File: config.mk
export PLATFORM = sky130hd
export DESIGN_NAME = sbfc_top
export DESIGN_NICKNAME = d
export VERILOG_FILES = /design/src/include/sbfc_pkg.sv /design/src/verilog/sbfc_top.sv
export SDC_FILE = /design/constraint.sdc
export NUM_CORES = 1
export LEC_CHECK = 0
export ABC_AREA = 1
export BUFFER_PORTS_ARGS = -buffer_cell sky130_fd_sc_hd__buf_2
export CORE_UTILIZATION = 49
export CTS_CLUSTER_SIZE = 8
export DETAILED_ROUTE_END_ITERATION = 7
export GPL_TIMING_DRIVEN = 0
export MAX_ROUTING_LAYER = met4
export PLACE_DENSITY = 0.8
export RECOVER_POWER = 50
export SETUP_SLACK_MARGIN = 0.02
export SLEW_MARGIN = 20
export SYNTH_ARGS = -nofsm -noshare
export SYNTH_HDL_FRONTEND = slang
export SYNTH_SLANG_ARGS = --single-unit
export TNS_END_PERCENT = 5
File: constraint.sdc
create_clock -name aclk -period 1.8 [get_ports aclk]
set_input_delay 0.09 -clock aclk [delete_from_list [all_inputs] [get_ports aclk]]
set_output_delay 0.09 -clock aclk [all_outputs]
set_load 0.05 [all_outputs]
File: src/include/sbfc_pkg.sv
package sbfc_pkg;

    // Command word layout: data byte high, address and code low
    localparam int          CMD_CODE_LSB  = 0;
    localparam int          CMD_ADDR_LSB  = 4;
    localparam int          CMD_DATA_LSB  = 8;

    localparam logic [3:0]  CMD_REQ_ID    = 4'h4;
    localparam logic [3:0]  CMD_CLEAR     = 4'h7;
    localparam logic [3:0]  CMD_FMT_CTRL  = 4'ha;
    localparam logic [3:0]  ADDR_GLOBAL   = 4'h0;

    // Format register pointers
    localparam logic [2:0]  PTR_TAPS      = 3'h0;
    localparam logic [2:0]  PTR_SEED      = 3'h2;
    localparam logic [2:0]  PTR_SW_LEN    = 3'h5;
    localparam logic [2:0]  PTR_FMT_SEL   = 3'h7;

    // Standard framing values
    localparam logic [3:0]  STD_TAPS      = 4'h1;
    localparam logic [3:0]  STD_SEED      = 4'ha;
    localparam logic [3:0]  STD_SW_LEN    = 4'h8;
    localparam logic [3:0]  ALT_SW_LEN    = 4'ha;
    localparam logic [3:0]  FMT_SEL_OFF   = 4'h0;
    localparam logic [3:0]  FMT_SEL_ON    = 4'hf;

    // AXI4-Lite register byte offsets
    localparam logic [7:0]  REG_CTRL      = 8'h00;
    localparam logic [7:0]  REG_STATUS    = 8'h04;
    localparam logic [7:0]  REG_FORMAT    = 8'h08;

    // CTRL fields
    localparam int          CTRL_ADDR_LSB = 0;
    localparam int          CTRL_SW_BIT   = 4;
    localparam logic [3:0]  NODE_ADDR_RST = 4'h0;

    // STATUS fields
    localparam int          STAT_ENH_BIT  = 0;
    localparam int          STAT_FPE_BIT  = 1;
    localparam int          STAT_SW_BIT   = 2;
    localparam int          STAT_VER_LSB  = 4;

    localparam logic [1:0]  RESP_OKAY     = 2'b00;
    localparam logic [1:0]  RESP_SLVERR   = 2'b10;

    typedef struct packed {
        logic [3:0] sel;
        logic [3:0] sw_len;
        logic [3:0] seed;
        logic [3:0] taps;
    } sbfc_fmt_t;

    typedef struct packed {
        logic       wr;
        logic [2:0] ptr;
        logic [3:0] data;
    } sbfc_fc_byte_t;

    localparam sbfc_fmt_t   FMT_STD       = '{FMT_SEL_OFF, STD_SW_LEN,
                                              STD_SEED, STD_TAPS};

endpackage : sbfc_pkg

File: src/verilog/sbfc_top.sv
`timescale 1ns/10ps
// Overview of operation
// - ID response carries a 4-bit version; its lowest bit is fixed zero.
// - At power-up compare fuse parity with stored parity; flag mismatch.
// - Accepted clear opens the bus switch and resets node address, format registers and pending answer.
// - Clear commands never produce a response, in any word type.
// - Clear acts on matching node address or on the all-zero address.
// - Format control response goes out in the next bus message.
// - Format control accepted only as long word; no short-word response.
// - After reset or clear, standard framing: 8 bits, taps 0001, seed 1010.
// - Format values take effect once one write sets all four selection bits.
// - Standard framing returns only on reset, on clear, or when one write clears all four bits.
// - In enhanced mode ignore format changes except clearing the selection.
// - Data byte: write flag, 3-bit pointer, 4-bit data; code, address low.
// - Write flag one stores the data into the pointed register.
// - Write flag zero leaves the register and reports its contents.
// - Reserved pointers accept nothing; writes to them report zero data.
// - Response: address, four zeros, write flag, pointer, data.
// - Other nonzero addresses: command ignored, no change, no response.
// - Global address format control executes fully but sends no response.
// - Pointer 0 taps, 2 seed, 5 short length, 7 selection; others reserved.
// - Short-word length takes only 8 or 10; other writes are ignored.
// - Taps bits are x^3 down to x^0 with x^4 implied.
// - Seed loads into the CRC checking register before each transaction.
module sbfc_top
    import sbfc_pkg::*;
#(
    parameter logic [3:0] ID_VERSION = 4'h6  // Arbitrary value
) (
    input  wire logic        aclk,
    input  wire logic        aresetn,
    input  wire logic [7:0]  s_axi_awaddr,
    input  wire logic        s_axi_awvalid,
    output logic             s_axi_awready,
    input  wire logic [31:0] s_axi_wdata,
    input  wire logic [3:0]  s_axi_wstrb,
    input  wire logic        s_axi_wvalid,
    output logic             s_axi_wready,
    output logic [1:0]       s_axi_bresp,
    output logic             s_axi_bvalid,
    input  wire logic        s_axi_bready,
    input  wire logic [7:0]  s_axi_araddr,
    input  wire logic        s_axi_arvalid,
    output logic             s_axi_arready,
    output logic [31:0]      s_axi_rdata,
    output logic [1:0]       s_axi_rresp,
    output logic             s_axi_rvalid,
    input  wire logic        s_axi_rready,
    input  wire logic        cmd_valid,
    input  wire logic        cmd_long_word,
    input  wire logic [15:0] cmd_word,
    input  wire logic        msg_start,
    input  wire logic [7:0]  fuse_state,
    input  wire logic        fuse_parity_stored,
    output logic             rsp_valid,
    output logic [15:0]      rsp_word,
    output sbfc_fmt_t        fmt_active,
    output logic             enhanced,
    output logic [3:0]       crc_check,
    output logic             bus_switch_closed,
    output logic             fuse_parity_error
);

    logic [3:0]    node_addr_q;
    logic          switch_q;
    sbfc_fmt_t     fmt_q;
    logic          fpe_q;
    logic          fuse_done_q;
    logic          pend_q;
    logic [15:0]   pend_word_q;

    logic [3:0]    c_code;
    logic [3:0]    c_addr;
    sbfc_fc_byte_t c_fc;
    logic          hit;
    logic          glob;
    logic          do_clear;
    logic          do_fc;
    logic          do_id;
    logic          fc_rsp;
    logic [3:0]    fc_rd;
    logic [3:0]    fc_echo;
    logic          in_enh;
    logic [15:0]   fc_word;
    logic [15:0]   id_word;

    assign c_code  = cmd_word[CMD_CODE_LSB +: 4];
    assign c_addr  = cmd_word[CMD_ADDR_LSB +: 4];
    assign c_fc    = sbfc_fc_byte_t'(cmd_word[CMD_DATA_LSB +: 8]);
    assign hit     = (c_addr == node_addr_q);
    assign glob    = (c_addr == ADDR_GLOBAL);
    assign in_enh  = (fmt_q.sel == FMT_SEL_ON);

    // Clear on any word type
    assign do_clear = cmd_valid && c_code == CMD_CLEAR && (hit || glob);
    // Long word only; foreign address drops everything
    assign do_fc    = cmd_valid && cmd_long_word && c_code == CMD_FMT_CTRL
                      && (hit || glob);
    assign do_id    = cmd_valid && cmd_long_word && c_code == CMD_REQ_ID
                      && hit && !glob;
    assign fc_rsp   = do_fc && !glob;

    // Answer words
    assign fc_word  = {c_addr, 4'h0, c_fc.wr, c_fc.ptr,
                       c_fc.wr ? fc_echo : fc_rd};
    assign id_word  = {c_addr, 4'h0, ID_VERSION[3:1], 1'b0,
                       3'b000, fpe_q};

    always_comb begin
        case (c_fc.ptr)
            PTR_TAPS:    fc_rd = fmt_q.taps;
            PTR_SEED:    fc_rd = fmt_q.seed;
            PTR_SW_LEN:  fc_rd = fmt_q.sw_len;
            PTR_FMT_SEL: fc_rd = fmt_q.sel;
            default:     fc_rd = 4'h0;
        endcase
    end

    always_comb begin
        case (c_fc.ptr)
            PTR_TAPS, PTR_SEED, PTR_SW_LEN, PTR_FMT_SEL: fc_echo = c_fc.data;
            default:     fc_echo = 4'h0;
        endcase
    end

    // Format registers
    always_ff @(posedge aclk) begin
        if (!aresetn || do_clear) begin
            fmt_q <= FMT_STD;
        end else if (do_fc && c_fc.wr) begin
            case (c_fc.ptr)
                PTR_TAPS: begin
                    if (!in_enh) fmt_q.taps <= c_fc.data;
                end
                PTR_SEED: begin
                    if (!in_enh) fmt_q.seed <= c_fc.data;
                end
                PTR_SW_LEN: begin
                    if (!in_enh && (c_fc.data == STD_SW_LEN
                                    || c_fc.data == ALT_SW_LEN)) begin
                        fmt_q.sw_len <= c_fc.data;
                    end
                end
                PTR_FMT_SEL: begin
                    if (!in_enh && c_fc.data == FMT_SEL_ON) begin
                        fmt_q.sel <= FMT_SEL_ON;
                    end else if (in_enh && c_fc.data == FMT_SEL_OFF) begin
                        fmt_q.sel <= FMT_SEL_OFF;
                    end
                end
                default: begin
                    fmt_q <= fmt_q;
                end
            endcase
        end
    end

    // Framing in force
    always_ff @(posedge aclk) begin
        if (!aresetn) begin
            fmt_active <= FMT_STD;
        end else begin
            fmt_active <= in_enh ? fmt_q : FMT_STD;
        end
    end

    always_ff @(posedge aclk) begin
        if (!aresetn) begin
            enhanced <= 1'b0;
        end else begin
            enhanced <= in_enh;
        end
    end

    // CRC preload at each message start
    always_ff @(posedge aclk) begin
        if (!aresetn) begin
            crc_check <= STD_SEED;
        end else if (msg_start) begin
            crc_check <= in_enh ? fmt_q.seed : STD_SEED;
        end
    end

    // Answer stands for the whole message
    always_ff @(posedge aclk) begin
        if (!aresetn) begin
            rsp_valid <= 1'b0;
            rsp_word  <= 16'h0000;
        end else if (msg_start) begin
            rsp_valid <= pend_q;
            rsp_word  <= pend_q ? pend_word_q : 16'h0000;
        end
    end

    // Pending answer, sent in the following message
    always_ff @(posedge aclk) begin
        if (!aresetn) begin
            pend_q <= 1'b0;
        end else if (do_clear) begin
            pend_q <= 1'b0;
        end else if (fc_rsp || do_id) begin
            pend_q <= 1'b1;
        end else if (msg_start) begin
            pend_q <= 1'b0;
        end
    end

    always_ff @(posedge aclk) begin
        if (!aresetn) begin
            pend_word_q <= 16'h0000;
        end else if (fc_rsp) begin
            pend_word_q <= fc_word;
        end else if (do_id) begin
            pend_word_q <= id_word;
        end
    end

    // Power-up fuse parity check, taken once after release
    always_ff @(posedge aclk) begin
        if (!aresetn) begin
            fpe_q       <= 1'b0;
            fuse_done_q <= 1'b0;
        end else if (!fuse_done_q) begin
            fpe_q       <= (^fuse_state) ^ fuse_parity_stored;
            fuse_done_q <= 1'b1;
        end
    end

    always_ff @(posedge aclk) begin
        if (!aresetn) begin
            fuse_parity_error <= 1'b0;
        end else begin
            fuse_parity_error <= fpe_q;
        end
    end

    always_ff @(posedge aclk) begin
        if (!aresetn) begin
            bus_switch_closed <= 1'b0;
        end else begin
            bus_switch_closed <= switch_q && !do_clear;
        end
    end

    // AXI4-Lite write path
    logic [7:0]  aw_addr_q;
    logic        aw_hold_q;
    logic [31:0] w_data_q;
    logic [3:0]  w_strb_q;
    logic        w_hold_q;
    logic        wr_fire;
    logic        ctrl_wr;

    assign wr_fire = aw_hold_q && w_hold_q && !s_axi_bvalid;
    assign ctrl_wr = wr_fire && aw_addr_q == REG_CTRL && w_strb_q[0];

    // Write address channel
    always_ff @(posedge aclk) begin
        if (!aresetn) begin
            aw_hold_q     <= 1'b0;
            aw_addr_q     <= 8'h00;
            s_axi_awready <= 1'b1;
        end else if (s_axi_awvalid && s_axi_awready) begin
            aw_hold_q     <= 1'b1;
            aw_addr_q     <= s_axi_awaddr;
            s_axi_awready <= 1'b0;
        end else begin
            if (wr_fire) begin
                aw_hold_q <= 1'b0;
            end
            if (s_axi_bvalid && s_axi_bready) begin
                s_axi_awready <= 1'b1;
            end
        end
    end

    // Write data channel
    always_ff @(posedge aclk) begin
        if (!aresetn) begin
            w_hold_q     <= 1'b0;
            w_data_q     <= 32'h0000_0000;
            w_strb_q     <= 4'h0;
            s_axi_wready <= 1'b1;
        end else if (s_axi_wvalid && s_axi_wready) begin
            w_hold_q     <= 1'b1;
            w_data_q     <= s_axi_wdata;
            w_strb_q     <= s_axi_wstrb;
            s_axi_wready <= 1'b0;
        end else begin
            if (wr_fire) begin
                w_hold_q <= 1'b0;
            end
            if (s_axi_bvalid && s_axi_bready) begin
                s_axi_wready <= 1'b1;
            end
        end
    end

    // Write response
    always_ff @(posedge aclk) begin
        if (!aresetn) begin
            s_axi_bvalid <= 1'b0;
            s_axi_bresp  <= RESP_OKAY;
        end else if (wr_fire) begin
            s_axi_bvalid <= 1'b1;
            s_axi_bresp  <= (aw_addr_q == REG_CTRL) ? RESP_OKAY
                                                    : RESP_SLVERR;
        end else if (s_axi_bvalid && s_axi_bready) begin
            s_axi_bvalid <= 1'b0;
        end
    end

    // Node address; clear takes priority
    always_ff @(posedge aclk) begin
        if (!aresetn || do_clear) begin
            node_addr_q <= NODE_ADDR_RST;
        end else if (ctrl_wr) begin
            node_addr_q <= w_data_q[CTRL_ADDR_LSB +: 4];
        end
    end

    // Bus switch opens on clear
    always_ff @(posedge aclk) begin
        if (!aresetn || do_clear) begin
            switch_q <= 1'b0;
        end else if (ctrl_wr) begin
            switch_q <= w_data_q[CTRL_SW_BIT];
        end
    end

    logic [31:0] rd_word;
    logic [1:0]  rd_resp;

    // Read data select
    always_comb begin
        rd_resp = RESP_OKAY;
        case (s_axi_araddr)
            REG_CTRL:   rd_word = {27'h0, switch_q, node_addr_q};
            REG_STATUS: rd_word = {24'h0, ID_VERSION[3:1], 1'b0,
                                   1'b0, switch_q, fpe_q, in_enh};
            REG_FORMAT: rd_word = {16'h0, fmt_q};
            default: begin
                rd_word = 32'h0000_0000;
                rd_resp = RESP_SLVERR;
            end
        endcase
    end

    // AXI4-Lite read path
    always_ff @(posedge aclk) begin
        if (!aresetn) begin
            s_axi_arready <= 1'b1;
            s_axi_rvalid  <= 1'b0;
        end else if (s_axi_arvalid && s_axi_arready) begin
            s_axi_arready <= 1'b0;
            s_axi_rvalid  <= 1'b1;
        end else if (s_axi_rvalid && s_axi_rready) begin
            s_axi_rvalid  <= 1'b0;
            s_axi_arready <= 1'b1;
        end
    end

    always_ff @(posedge aclk) begin
        if (!aresetn) begin
            s_axi_rdata <= 32'h0000_0000;
            s_axi_rresp <= RESP_OKAY;
        end else if (s_axi_arvalid && s_axi_arready) begin
            s_axi_rdata <= rd_word;
            s_axi_rresp <= rd_resp;
        end
    end

endmodule : sbfc_top

==> flow_summary.ini <==
[grt]
grt_remaining_overflow = 0
grt_max_degree = 16
grt_first_pass_wirelength_um = 18260
grt_use_total_pct = 24.81
grt_pass1_vias = 3966
antenna_found_initial = 0

[floorplan]
core_sq_mm = 0.008678
io_pins = 168
dieArea_sq_mm = 0.009337
fp.dieH_um = 96.63
initial_core_util_pct = 50.56
die_w_um = 96.63
rows = 34

[timing]
slew_headroom_pct = 57.50
period_minus_slack_ns = 1.558
period_share_pct = 86.58
slew_violations = 0
finalHoldViolCount = 0
setup_violations = 0
worst_pin_slew_ns = 0.6403
clock.fmax_ghz = 0.6417
fin_setup_tns_ns = 0
skew_ns = 0.005691
rsz0062_at_grt = no

[synth]
synth-compound-area-share_pct = 12.29
synth_top_family_by_area = simple AND/OR/NAND/NOR gates
async_reset_ff_share_pct = 0
synth_area_leaders = dfxtp_1 47%, nand2_1 11%, inv_1 5.7%
synth_area_per_cell_sq_um = 7.475
synth_xor_area_share_pct = 0.9980
synth_fa_ha_area_share_pct = 0
synthCells = 587
synth-simple-area-share_pct = 27.52
ys_seq_area_share_pct = 46.54
synth_seq_cells = 102
synth_cell_types = 36
ys_warn_count = 0
synth_area_leader_cell = dfxtp_1
syn-cell-area_sq_mm = 0.004388
netlist.area_leader.share_pct = 46.54
synth_edf_count = 0
synth_ff_type = dfxtp_1
synth.area.mux_share_pct = 0

[cts]
tritoncts = done
cts.clk_slew.worst_paths_ns = 0.09
clock_latency_ns = 0.36
post-cts-setup-buffer-count = 0
cts_root_buf = clkbuf_8
htreeDepth = 3
clockBufferDepth = 2
cts_buffers = 9
cts_sinks = 102

[detailed_routing]
drt_iter0_drc = 220
num_vias = 4236
viasPerCell = 4.972
wl_per_cell_um = 12.87
antenna_left = 0
firstDrtPassIters = 5
drc = 0
routed_wl_um = 10970

[placement]
io_buffers = 115
dpl.hpwl_um = 8488
gp_congestion = 0.9283

[min_path]
hp-class = primary input to flip-flop
hold_depth = 3

[setup_path]
worstSetupPathType = flip-flop to flip-flop
setup.worst_path.end_class = flip-flop
startpoint_type = flip-flop
worstReg2RegStart = node_addr_q[2]
cp.depth = 11
reg2reg_depth = 11
critical_path_arrival_ns = 1.81
cp_top_family = simple AND/OR/NAND/NOR gates
critical_path.most_common_cell = nand2_1
crit_required_ns = 2.05
critPathMaxFanout = 7
endpoint = fmt_q[5]
startpoint = node_addr_q[2]
path_cells = inv_1 > nand2_1 > nand2_1 > nor2_1 > nand2_1 > nand2_2 > nand3_2 > nor2_4 > nand2_1 > nand2_1 > nand3_1
r2r_slack_ns = 0.24
cp_slowest_cell = dfxtp_1
r2r-end = fmt_q[5]
max_stage_delay_ns = 0.40
crit_buf_inv = 1

[power]
p_per_area_mw_per_mm2 = 866.0
seqPwrFrac_pct = 50.6
power.total_mw = 4.682
pwr-share-clk_pct = 35.0
switchingPower_mw = 1.251
peakVddDrop_v = 0.0005019
swShare_pct = 26.71
p_comb_share_pct = 14.4
p_int_mw = 3.431
p_leak_nw = 2.376

[layout]
multi_input_area_sq_mm = 0.001873
area_growth_pct = 23.21
regArea_sq_mm = 0.002043
antenna_cells = 0
drive_gt1_share_pct = 16.80
layout.nets = 828
final_cell_mix = 126 x nand2_1, 101 x dfxtp_1, 72 x clkbuf_1, 67 x inv_1, 58 x nor2_1
final_common_cell = nand2_1
fin_util_pct = 62.30
fillers = 791

[status]
status = finished, final reports clean

[job]
drv_cap = 0
-- through the flow --
stage	hold slack, ns	instances	setup WS, ns	cell area, sq um
global route	0.01631	852	0.04736	5406
finish	0.004724	852	0.2416	5406
floorplan	0.1177	608	0.2439	4467
detailed placement	0.2065	831	0.2274	5177
global placement	0.2068	831	0.2602	5177
CTS	0.0002396	853	0.04559	5483
-- sequential cells by signal (all words and copies together), names as in the netlist, 5 cells and up --
signal and flops:
fmt_active 13, fmt_q 13, s_axi_rdata 13, pend_word_q 12, rsp_word 12, aw_addr_q 8, w_data_q 5
-- cells by family (layout without fill, tap and decap cells) --
family,count (synthesis),after routing
compound gates,101,101
xor+xnor,5,5
buf+inv,118,254
flops,102,102
other cells,1,22
simple gates,260,260
-- layout make-up --
cell class                      instances  share of cell area [%]
Inverter                               76                   5.277
Sequential cell                       102                   37.79
Tap cell                              108                   2.499
Clock buffer                           10                   2.361
Buffer                                 41                   4.860
Multi-Input combinational cell        388                   34.64
Timing Repair Buffer                  123                   10.76
Clock inverter                          4                   1.805
-- worst register-to-register path: stages, from the launching register on --
cell,delay (ns)
dfxtp_1,0.40
inv_1,0.06
nand2_1,0.06
nand2_1,0.06
nor2_1,0.11
nand2_1,0.10
nand2_2,0.13
nand3_2,0.11
nor2_4,0.20
nand2_1,0.10
nand2_1,0.07
nand3_1,0.06
-- Yosys cell counts (3+ instances only) --
master and n:
xnor2_1 3, o21ai_1 5, o21ai_0 46, a21oi_1 40, nand4_1 5, inv_1 67
o2111ai_1 3, clkbuf_1 13, nor3_1 3, inv_2 8, buf_4 29, nor2_1 58
nand2_1 126, nor2_4 4, dfxtp_1 102, nand3_1 45
-- power by group through the flow --
stage	Sequential [mW]	Clock [mW]	Combinational, mW
after floorplan	2.51	0	0.394
after global placement	2.42	0	0.650
after detailed placement	2.42	0	0.666
after CTS	2.37	1.65	0.682
after global routing	2.38	1.75	0.732
final	2.37	1.64	0.674
-- how the worst min path moves through the flow --
stage                      to  slack [ns]            from
2_1_floorplan     fuse_done_q        0.12         aresetn
6_report          w_data_q[3]       0.005  s_axi_wdata[3]
4_1_cts        pend_word_q[4]      0.0002    cmd_word[12]
5_1_grt           w_data_q[2]        0.02  s_axi_wdata[2]
3_3_place_gp      fuse_done_q        0.21         aresetn
3_5_place_dp      fuse_done_q        0.21         aresetn
-- what timing repair did --
action | CTS | global route
gates resized for setup | 0 | 1
endpoints found under the hold margin | 9 | 0
hold buffers | 8 | 0
setup endpoints to repair | 0 | 35
-- metal layers --
metal / vias to the layer above / global-route usage (%) / share of wire [%]
met5: - / - / 0
li1: 2140 / - / -
met3: 20 / 3.540 / 6.0
met1: 1934 / 30.20 / 43
met4: 0 / 10.56 / 2.1
met2: 142 / 41.12 / 49
Note: power is estimated with default switching activity, not from simulation.
